<file path="src/rtc_pkg.sv">
`default_nettype none
package rtc_pkg;
  // ****************************************
  // clock and bus
  // ****************************************
  localparam int CLK_PERIOD_NS = 10;
  localparam int ADDR_W = 16;
  localparam logic [15:0] ADDR_CTRL = 16'h1860;
  localparam logic [15:0] ADDR_PRE = 16'h1864;
  localparam logic [15:0] ADDR_IRQ_STAT = 16'h1868;
  localparam logic [15:0] ADDR_IRQ_MASK = 16'h186C;
  localparam logic [1:0] RESP_OKAY = 2'h0;
  localparam logic [1:0] RESP_SLVERR = 2'h2;
  // ****************************************
  // register layout
  // ****************************************
  localparam logic [7:0] CTRL_RST = 8'h33;
  localparam logic [7:0] PRE_RST = 8'h40;
  localparam logic [7:0] CTRL_WMASK = 8'hF3;
  localparam logic [7:0] PRE_WMASK = 8'hCC;
  localparam int TAIL_BIT = 7;
  localparam int LPF_HI = 6;
  localparam int LPF_LO = 4;
  localparam int RSV_HI = 3;
  localparam int RSV_LO = 2;
  localparam int RAMP_HI = 1;
  localparam int RAMP_LO = 0;
  localparam int TMO_HI = 7;
  localparam int TMO_LO = 6;
  localparam int FORCE_BIT = 3;
  localparam int PCEN_BIT = 2;
  localparam int DONE_BIT = 1;
  localparam logic [2:0] LPF_RST = 3'h3;
  localparam logic [1:0] RAMP_RST = 2'h3;
  localparam logic [1:0] TMO_OFF = 2'h0;
  localparam logic [1:0] TMO_C1 = 2'h1;
  localparam logic [1:0] TMO_C2 = 2'h2;
  localparam int IRQ_W = 2;
  localparam int IRQ_TMO_BIT = 0;
  localparam int IRQ_TAIL_BIT = 1;
  // ****************************************
  // timing
  // ****************************************
  localparam int TMO_NS_1 = 800000;
  localparam int TMO_NS_2 = 1600000;
  localparam int TMO_NS_3 = 2400000;
  localparam int TMO_PC_NS_1 = 1304000;
  localparam int TMO_PC_NS_2 = 2104000;
  localparam int TMO_PC_NS_3 = 2904000;
  localparam int TMO_W = 20;
  localparam int RAMP_NS_0 = 300;
  localparam int RAMP_NS_1 = 3000;
  localparam int RAMP_NS_2 = 6000;
  localparam int RAMP_NS_3 = 9000;
  localparam int RAMP_W = 10;
  localparam logic [9:0] RAMP_CYC_0 = 10'(RAMP_NS_0 / CLK_PERIOD_NS);
  localparam logic [9:0] RAMP_CYC_1 = 10'(RAMP_NS_1 / CLK_PERIOD_NS);
  localparam logic [9:0] RAMP_CYC_2 = 10'(RAMP_NS_2 / CLK_PERIOD_NS);
  localparam logic [9:0] RAMP_CYC_3 = 10'(RAMP_NS_3 / CLK_PERIOD_NS);
  localparam logic [1:0] TAIL_BITS = 2'h2;
  // ****************************************
  // transmit sequence
  // ****************************************
  typedef enum logic [2:0] {
    RTC_IDLE = 3'h0,
    RTC_PRECHG = 3'h1,
    RTC_LOCK = 3'h2,
    RTC_RUN = 3'h3,
    RTC_TAIL = 3'h4,
    RTC_HALT = 3'h5
  } rtc_tx_state_e;
endpackage
`default_nettype wire

</file>
<file path="src/rtc_lock_timer.sv">
`timescale 1ns/1ns
`default_nettype none
module rtc_lock_timer
  import rtc_pkg::*;
(
  input wire logic core_clk_i,
  input wire logic rstn_i,
  input wire logic run_i,
  input wire logic [TMO_W-1:0] limit_i,
  output logic expired_o
);
  // ****************************************
  // cycle counter, zero limit never expires
  // ****************************************
  logic [TMO_W-1:0] cnt_reg;
  logic [TMO_W-1:0] cnt_next;

  always_comb begin
    cnt_next = '0;
    if (run_i && !expired_o) begin
      cnt_next = cnt_reg + TMO_W'(1);
    end else if (run_i) begin
      cnt_next = cnt_reg;
    end
  end

  always_ff @(posedge core_clk_i or negedge rstn_i) begin
    if (!rstn_i) begin
      cnt_reg <= '0;
    end else begin
      cnt_reg <= cnt_next;
    end
  end

  assign expired_o = run_i && (limit_i != '0) && (cnt_reg >= limit_i);

endmodule // rtc_lock_timer
`default_nettype wire

</file>
<file path="src/rtc_regs.sv">
// The implementer's own choice: the AXI4-Lite interface to the registers.
`timescale 1ns/1ns
`default_nettype none
module rtc_regs
  import rtc_pkg::*;
#(
  parameter int TMO_CYC_1 = TMO_NS_1 / CLK_PERIOD_NS,
  parameter int TMO_CYC_2 = TMO_NS_2 / CLK_PERIOD_NS,
  parameter int TMO_CYC_3 = TMO_NS_3 / CLK_PERIOD_NS,
  parameter int TMO_PC_CYC_1 = TMO_PC_NS_1 / CLK_PERIOD_NS,
  parameter int TMO_PC_CYC_2 = TMO_PC_NS_2 / CLK_PERIOD_NS,
  // pre-charge adds one fixed span to every nonzero code
  parameter int TMO_PC_CYC_3 = TMO_PC_CYC_2 + TMO_CYC_3 - TMO_CYC_2
) (
  input wire logic core_clk_i,
  input wire logic rstn_i,
  input wire logic radio_module_reset_i,
  input wire logic [ADDR_W-1:0] s_axi_awaddr_i,
  input wire logic s_axi_awvalid_i,
  output logic s_axi_awready_o,
  input wire logic [31:0] s_axi_wdata_i,
  input wire logic [3:0] s_axi_wstrb_i,
  input wire logic s_axi_wvalid_i,
  output logic s_axi_wready_o,
  output logic [1:0] s_axi_bresp_o,
  output logic s_axi_bvalid_o,
  input wire logic s_axi_bready_i,
  input wire logic [ADDR_W-1:0] s_axi_araddr_i,
  input wire logic s_axi_arvalid_i,
  output logic s_axi_arready_o,
  output logic [31:0] s_axi_rdata_o,
  output logic [1:0] s_axi_rresp_o,
  output logic s_axi_rvalid_o,
  input wire logic s_axi_rready_i,
  input wire logic tx_start_i,
  input wire logic pll_lock_i,
  input wire logic precharge_cmp_i,
  input wire logic datagram_end_i,
  input wire logic bit_tick_i,
  output logic tail_carrier_o,
  output logic [2:0] loop_filter_select_o,
  output logic [1:0] amp_ramp_select_o,
  output logic [RAMP_W-1:0] amp_ramp_cycles_o,
  output logic comp_power_o,
  output logic regulator_precharge_o,
  output logic tx_run_o,
  output logic radio_error_flag_o,
  output logic irq_o
);
  // ****************************************
  // bus slave
  // ****************************************
  logic [7:0] ctrl_reg, ctrl_next;
  logic [7:0] pre_reg, pre_next;
  logic [IRQ_W-1:0] stat_reg, stat_next, mask_reg, mask_next;
  logic [ADDR_W-1:0] awaddr_reg, awaddr_next;
  logic [7:0] wbyte_reg, wbyte_next;
  logic wlane_reg, wlane_next;
  logic aw_have_reg, aw_have_next, w_have_reg, w_have_next;
  logic bvalid_reg, bvalid_next, rvalid_reg, rvalid_next;
  logic [1:0] bresp_reg, bresp_next, rresp_reg, rresp_next;
  logic [31:0] rdata_reg, rdata_next;
  logic done_reg;
  logic [RAMP_W-1:0] ramp_cyc_reg, ramp_cyc_next;
  logic do_write, do_read, stat_rd;
  logic [IRQ_W-1:0] ev_set;
  rtc_tx_state_e state_reg, state_next;
  logic [1:0] tail_cnt_reg, tail_cnt_next;
  logic [TMO_W-1:0] tmo_limit;
  logic tmo_expired, tmo_run;

  assign s_axi_awready_o = !aw_have_reg && !bvalid_reg;
  assign s_axi_wready_o = !w_have_reg && !bvalid_reg;
  assign s_axi_arready_o = !rvalid_reg;
  assign do_write = aw_have_reg && w_have_reg;
  assign do_read = s_axi_arvalid_i && s_axi_arready_o;
  assign stat_rd = do_read && (s_axi_araddr_i == ADDR_IRQ_STAT);

  always_comb begin
    awaddr_next = awaddr_reg;
    wbyte_next = wbyte_reg;
    wlane_next = wlane_reg;
    aw_have_next = aw_have_reg;
    w_have_next = w_have_reg;
    bvalid_next = bvalid_reg && !s_axi_bready_i;
    bresp_next = bresp_reg;
    rvalid_next = rvalid_reg && !s_axi_rready_i;
    rresp_next = rresp_reg;
    rdata_next = rdata_reg;
    ctrl_next = ctrl_reg;
    pre_next = pre_reg;
    mask_next = mask_reg;
    if (s_axi_awvalid_i && s_axi_awready_o) begin
      awaddr_next = s_axi_awaddr_i;
      aw_have_next = 1'b1;
    end
    if (s_axi_wvalid_i && s_axi_wready_o) begin
      wbyte_next = s_axi_wdata_i[7:0];
      wlane_next = s_axi_wstrb_i[0];
      w_have_next = 1'b1;
    end
    if (do_write) begin
      aw_have_next = 1'b0;
      w_have_next = 1'b0;
      bvalid_next = 1'b1;
      bresp_next = RESP_OKAY;
      unique case (awaddr_reg)
        ADDR_CTRL: if (wlane_reg) begin
          // reserved bits 3..2 stay zero
          ctrl_next = wbyte_reg & CTRL_WMASK;
        end
        ADDR_PRE: if (wlane_reg) begin
          pre_next = (wbyte_reg & PRE_WMASK) | (pre_reg & ~PRE_WMASK);
        end
        ADDR_IRQ_MASK: if (wlane_reg) begin
          mask_next = wbyte_reg[IRQ_W-1:0];
        end
        ADDR_IRQ_STAT: bresp_next = RESP_OKAY;
        default: bresp_next = RESP_SLVERR;
      endcase
    end
    if (do_read) begin
      rvalid_next = 1'b1;
      rresp_next = RESP_OKAY;
      rdata_next = '0;
      unique case (s_axi_araddr_i)
        ADDR_CTRL: rdata_next[7:0] = ctrl_reg;
        ADDR_PRE: begin
          rdata_next[7:0] = pre_reg;
          rdata_next[DONE_BIT] = done_reg;
        end
        ADDR_IRQ_STAT: rdata_next[IRQ_W-1:0] = stat_reg;
        ADDR_IRQ_MASK: rdata_next[IRQ_W-1:0] = mask_reg;
        default: rresp_next = RESP_SLVERR;
      endcase
    end
    // module reset wins over a write in the same cycle
    if (radio_module_reset_i) begin
      ctrl_next = CTRL_RST;
      pre_next = PRE_RST;
    end
  end

  // ****************************************
  // sticky events, read clears, set wins
  // ****************************************
  assign ev_set[IRQ_TMO_BIT] = (state_next == RTC_HALT) &&
                               (state_reg != RTC_HALT);
  assign ev_set[IRQ_TAIL_BIT] = (state_reg == RTC_TAIL) &&
                                (state_next == RTC_IDLE);
  always_comb begin
    stat_next = stat_rd ? ev_set : (stat_reg | ev_set);
  end
  assign irq_o = |(stat_reg & mask_reg);

  always_comb begin
    unique case (ctrl_reg[RAMP_HI:RAMP_LO])
      2'h0: ramp_cyc_next = RAMP_CYC_0;
      2'h1: ramp_cyc_next = RAMP_CYC_1;
      2'h2: ramp_cyc_next = RAMP_CYC_2;
      2'h3: ramp_cyc_next = RAMP_CYC_3;
    endcase
  end

  always_ff @(posedge core_clk_i or negedge rstn_i) begin
    if (!rstn_i) begin
      awaddr_reg <= '0;
      wbyte_reg <= '0;
      wlane_reg <= 1'b0;
      aw_have_reg <= 1'b0;
      w_have_reg <= 1'b0;
      bvalid_reg <= 1'b0;
      bresp_reg <= RESP_OKAY;
      rvalid_reg <= 1'b0;
      rresp_reg <= RESP_OKAY;
      rdata_reg <= '0;
      ctrl_reg <= CTRL_RST;
      pre_reg <= PRE_RST;
      mask_reg <= '0;
      stat_reg <= '0;
      done_reg <= 1'b0;
      ramp_cyc_reg <= RAMP_CYC_3;
    end else begin
      awaddr_reg <= awaddr_next;
      wbyte_reg <= wbyte_next;
      wlane_reg <= wlane_next;
      aw_have_reg <= aw_have_next;
      w_have_reg <= w_have_next;
      bvalid_reg <= bvalid_next;
      bresp_reg <= bresp_next;
      rvalid_reg <= rvalid_next;
      rresp_reg <= rresp_next;
      rdata_reg <= rdata_next;
      ctrl_reg <= ctrl_next;
      pre_reg <= pre_next;
      mask_reg <= mask_next;
      stat_reg <= stat_next;
      done_reg <= precharge_cmp_i;
      ramp_cyc_reg <= ramp_cyc_next;
    end
  end

  assign s_axi_bvalid_o = bvalid_reg;
  assign s_axi_bresp_o = bresp_reg;
  assign s_axi_rvalid_o = rvalid_reg;
  assign s_axi_rresp_o = rresp_reg;
  assign s_axi_rdata_o = rdata_reg;

  // ****************************************
  // static and sequenced analog controls
  // ****************************************
  assign loop_filter_select_o = ctrl_reg[LPF_HI:LPF_LO];
  assign amp_ramp_select_o = ctrl_reg[RAMP_HI:RAMP_LO];
  assign amp_ramp_cycles_o = ramp_cyc_reg;
  // comparator is off between pre-charge phases, unless FORCE_BIT is set, to save power
  assign comp_power_o = pre_reg[FORCE_BIT] ||
                        (state_reg == RTC_PRECHG);
  assign regulator_precharge_o = (state_reg == RTC_PRECHG);

  // ****************************************
  // lock timeout
  // ****************************************
  always_comb begin
    tmo_limit = '0;
    if (pre_reg[PCEN_BIT]) begin
      unique case (pre_reg[TMO_HI:TMO_LO])
        TMO_OFF: tmo_limit = '0;
        TMO_C1: tmo_limit = TMO_W'(TMO_PC_CYC_1);
        TMO_C2: tmo_limit = TMO_W'(TMO_PC_CYC_2);
        default: tmo_limit = TMO_W'(TMO_PC_CYC_3);
      endcase
    end else begin
      unique case (pre_reg[TMO_HI:TMO_LO])
        TMO_OFF: tmo_limit = '0;
        TMO_C1: tmo_limit = TMO_W'(TMO_CYC_1);
        TMO_C2: tmo_limit = TMO_W'(TMO_CYC_2);
        default: tmo_limit = TMO_W'(TMO_CYC_3);
      endcase
    end
  end

  // window covers pre-charge and lock wait together
  assign tmo_run = (state_reg == RTC_PRECHG) ||
                   (state_reg == RTC_LOCK);

  rtc_lock_timer u_timer (
    .core_clk_i(core_clk_i),
    .rstn_i(rstn_i),
    .run_i(tmo_run),
    .limit_i(tmo_limit),
    .expired_o(tmo_expired)
  );

  // ****************************************
  // transmit sequence
  // ****************************************
  always_comb begin
    state_next = state_reg;
    tail_cnt_next = tail_cnt_reg;
    unique case (state_reg)
      RTC_IDLE, RTC_HALT: if (tx_start_i) begin
        state_next = pre_reg[PCEN_BIT] ? RTC_PRECHG : RTC_LOCK;
      end
      RTC_PRECHG: begin
        if (tmo_expired) begin
          state_next = RTC_HALT;
        end else if (precharge_cmp_i) begin
          state_next = RTC_LOCK;
        end
      end
      RTC_LOCK: begin
        if (pll_lock_i) begin
          state_next = RTC_RUN;
        end else if (tmo_expired) begin
          state_next = RTC_HALT;
        end
      end
      RTC_RUN: if (datagram_end_i) begin
        tail_cnt_next = '0;
        state_next = ctrl_reg[TAIL_BIT] ? RTC_TAIL : RTC_IDLE;
      end
      RTC_TAIL: if (bit_tick_i) begin
        tail_cnt_next = tail_cnt_reg + 2'h1;
        if (tail_cnt_reg + 2'h1 == TAIL_BITS) begin
          state_next = RTC_IDLE;
        end
      end
      default: state_next = RTC_IDLE;
    endcase
    if (radio_module_reset_i) begin
      state_next = RTC_IDLE;
    end
  end

  always_ff @(posedge core_clk_i or negedge rstn_i) begin
    if (!rstn_i) begin
      state_reg <= RTC_IDLE;
      tail_cnt_reg <= '0;
    end else begin
      state_reg <= state_next;
      tail_cnt_reg <= tail_cnt_next;
    end
  end

  assign tail_carrier_o = (state_reg == RTC_TAIL);
  assign tx_run_o = (state_reg == RTC_RUN);
  assign radio_error_flag_o = (state_reg == RTC_HALT);
endmodule // rtc_regs
`default_nettype wire

</file>
<file path="config.mk">
export PLATFORM = sky130hd
export DESIGN_NAME = rtc_regs
export DESIGN_NICKNAME = d
export VERILOG_FILES = /design/src/rtc_pkg.sv /design/src/rtc_lock_timer.sv /design/src/rtc_regs.sv
export SDC_FILE = /design/constraint.sdc
export NUM_CORES = 1
export LEC_CHECK = 0
export BUFFER_PORTS_ARGS = -buffer_cell sky130_fd_sc_hd__buf_2
export CAP_MARGIN = 20
export CELL_PAD_IN_SITES_DETAIL_PLACEMENT = 1
export CELL_PAD_IN_SITES_GLOBAL_PLACEMENT = 1
export CORE_UTILIZATION = 30
export DETAILED_ROUTE_END_ITERATION = 10
export PLACE_DENSITY = 0.6
export REMOVE_ABC_BUFFERS = 1
export SYNTH_ARGS = -nofsm -noshare
export SYNTH_HDL_FRONTEND = slang
export SYNTH_HIERARCHICAL = 1
export SYNTH_SLANG_ARGS = --single-unit
</file>
<file path="constraint.sdc">
create_clock -name core_clk_i -period 6.85 [get_ports core_clk_i]
set_input_delay 0.685 -clock core_clk_i [delete_from_list [all_inputs] [get_ports core_clk_i]]
set_output_delay 0.685 -clock core_clk_i [all_outputs]
set_load 0.005 [all_outputs]
</file>
==> metrics.yaml <==
pwr:
  p_leak_nw: 2.65
  ir_worst_vdd_mv: 0.131
  power.density_nw_per_um2: 251
sta:
  timing.final.max_slew_violations: 0
  max_freq_ghz: 0.288
  grt_setup_unrepaired: "false"
  clock_skew_ns: 0.00669
  tightest_slew_ns: 0.829
  fin_crit_sh: 0.508
  setup_viol: 0
  setup_tns_ns: 0
  finalHoldViolations: 0
  slew_headroom: 0.447
  min_period_ns: 3.48
floorplan:
  rows: 46
  die_area_sq_um: 17000
  fp.dieH_microns: 131
  io_pins: 143
  die_width_microns: 131
  core_area_sq_um: 16000
  initial_core_util: 0.310
finish:
  n_antenna_cell: 0
  final_util: 0.362
  largest_reg_flops: 20
  layout-drive-gt1-share: 0.248
  nets: 704
  fillerInstances: 1905
  syn_to_final_growth_pct: 16.9
yosys:
  yosysSeqAreaShare: 0.446
  netlist_area_sq_um: 4960
  async_flop_share: 1.00
  synth_seq_cells: 88
  synth_area_per_cell_sq_um: 9.70
  synth-main-ff-cell: "dfrtp_1"
  synth_edf_count: 0
  synth_cell_types: 53
  ys.warnings.count: 6
  synth_cells: 511
global_routing:
  grt_pass1_wl_mm: 21.1
  grt_pass1_vias: 4196
  grt_max_degree: 65
  grt_antenna_before_repair: 0
  grt_util_all_layers: 0.161
  grt-ovfl-total: 0
setup_path:
  worstPathRequired_ns: 7.14
  crit_cells: 13
  path_class: "reg -> reg"
  setup.worst_path.end_class: "register"
  critical-path-top-delay-family: "compound AO/OA/AOI/OAI gates"
  worstPathMaxFanout: 6
  path_cells: "inv_1 > ha_1 > nor2b_1 > inv_1 > ha_1 > nand2_1 > a2111oi_0 > a32oi_1 > a31oi_2 > and2_1 > o21ai_0 > nor3_1 > a21o_1"
  cp.arrival_ns: 3.76
  reg2regPathDepth: 13
  cpMaxStageDelayCell: "dfstp_2"
  setup.worst_path.start_class: "register"
  critPathBufInv: 2
  slowest_delay_ns: 0.58
drt:
  num_vias: 3953
  drt_iter0_markers: 112
  drc: 0
  drt_wl_total_mm: 12.6
  dr.pass1.iters: 4
  wire_per_inst_microns: 15.5
  postRouteAntennaNets: 0
  via_per_inst: 4.83
cts:
  htreeDepth: 3
  cts_buffer_depth: 2
  insertion_delay_ns: 0.35
  cts_setup_buffers: 0
  root_buffer: "clkbuf_16"
  cts.reportedPaths.clkPinSlew_ns: 0.07
  cts_tree: "built"
  cts_sinks: 88
  ctsResizeCount: 0
  cts-buffers-inserted: 9
  holdBufCountCts: 0
placement:
  io_buffers: 88
  gp_congestion: 0.775
  hpwl_mm: 9.43
status:
  status: "finished, final reports clean"
flow_run:
  cap_violations: 0
min_path:
  hold_path_class: "in -> async"
[routing by layer]
| metal | GRT usage | vias up | share of wire |
|---|---|---|---|
| met5 | 0 | - | 0 |
| met4 | 0.0649 | 0 | 0.015 |
| met3 | 0.0285 | 10 | 0.042 |
| met2 | 0.275 | 82 | 0.47 |
| met1 | 0.202 | 1928 | 0.47 |
| li1 | - | 1933 | - |
[cell usage in the layout, fill, tap and decap left out, types with 3 or more instances in the layout]
cell type	synthesis	layout
clkbuf_16	0	9
mux2_2	29	29
nor3b_1	3	3
clkbuf_1	13	4
nor3_1	5	5
or4_1	5	5
dfrtp_1	79	79
a21o_1	6	6
nand2_1	36	36
o31ai_1	16	16
buf_4	32	3
dfstp_2	9	9
nor4_1	10	10
nand4_1	17	17
a21oi_1	33	33
buf_2	6	87
nand2b_1	5	5
and2_1	4	4
conb_1	1	39
nor2b_1	8	8
o21ai_0	30	30
nand3b_1	3	3
or2_2	5	5
or3_1	14	14
inv_1	37	37
nand3_1	15	15
ha_1	26	26
a31oi_1	7	6
nor2_1	24	24
[synthesized netlist by cell type (2+ instances only)]
| master | number | area share |
|---|---|---|
| buf_4 | 32 | 0.048 |
| a31oi_1 | 7 | 0.0088 |
| xnor2_1 | 2 | 0.0035 |
| a21oi_1 | 33 | 0.033 |
| nand4_1 | 17 | 0.021 |
| a41o_1 | 2 | 0.0040 |
| inv_1 | 37 | 0.028 |
| nor2b_1 | 8 | 0.010 |
| a21o_1 | 6 | 0.0091 |
| nand3b_1 | 3 | 0.0045 |
| nor3b_1 | 3 | 0.0045 |
| o31ai_1 | 16 | 0.024 |
| dfstp_2 | 9 | 0.048 |
| and4_1 | 2 | 0.0035 |
| dfrtp_1 | 79 | 0.40 |
| o21ai_0 | 30 | 0.030 |
| or2_2 | 5 | 0.0063 |
| mux2i_1 | 2 | 0.0040 |
| nand3_1 | 15 | 0.015 |
| or3_1 | 14 | 0.018 |
| and2_1 | 4 | 0.0050 |
| nor3_1 | 5 | 0.0050 |
| clkbuf_1 | 13 | 0.0098 |
| buf_2 | 6 | 0.0061 |
| nor4bb_1 | 2 | 0.0040 |
| nand2_1 | 36 | 0.027 |
| nor4b_1 | 2 | 0.0035 |
| ha_1 | 26 | 0.066 |
| or4_1 | 5 | 0.0076 |
| nand2b_1 | 5 | 0.0063 |
| mux2_2 | 29 | 0.066 |
| nor4b_2 | 2 | 0.0061 |
| and3_1 | 2 | 0.0025 |
| nor2_1 | 24 | 0.018 |
| nor4_1 | 10 | 0.013 |
[through the flow]
step / power [mW] / area (sq um) / hold slack, ns / setup slack (ns) / cells
floorplan: 0.865 / 4770 / 0.389 / 2.88 / 496
global placement: 0.957 / 5510 / 0.414 / 3.46 / 802
detailed placement: 0.977 / 5510 / 0.423 / 3.41 / 802
CTS: 1.48 / 5790 / 0.254 / 3.34 / 818
global route: 1.54 / 5790 / 0.265 / 3.15 / 818
finish: 1.45 / 5790 / 0.243 / 3.37 / 818
[report_power, final]
group          switching (mW)  internal [mW]  total, mW
Sequential             0.0723          0.616      0.688
Combinational           0.137          0.137      0.274
Clock                   0.205          0.284      0.490
Total                   0.415           1.04       1.45
[final cells by class]
cell class	instances	area, sq um	share of cell area
Clock buffer	13	240	0.0415
Clock inverter	3	46.3	0.00799
Inverter	38	143	0.0246
Multi-Input combinational cell	370	2420	0.418
Sequential cell	88	2210	0.382
Tap cell	216	270	0.0466
Timing Repair Buffer	90	458	0.0790
[final timing paths]
path | to | slack (ns) | startpoint
worst max-delay path | stat_reg[0] | 3.37 | pre_reg[6]
worst min-delay path | s_axi_rdata_o[1] | 0.24 | rstn_i
worst max register to register | stat_reg[0] | 3.37 | pre_reg[6]
worst min register to register | amp_ramp_cycles_o[8] | 0.43 | ctrl_reg[0]
max in group asynchronous | s_axi_rdata_o[4] | 5.45 | rstn_i
min in group core_clk_i | amp_ramp_cycles_o[8] | 0.43 | ctrl_reg[0]
[logic make-up (layout without fill, tap and decap cells)]
family / Yosys count / after routing / share of synthesized area
AND/OR/NAND/NOR: 166 / 166 / 0.185
AO/OA/AOI/OAI: 105 / 105 / 0.129
buffers and inverters: 91 / 144 / 0.0949
flip-flops: 88 / 88 / 0.446
multiplexers: 32 / 32 / 0.0744
adder cells (fa/ha/maj): 26 / 26 / 0.0656
XOR/XNOR: 2 / 2 / 0.00353
other: 1 / 39 / 0.000756
Power figures use the tool's default switching activity.
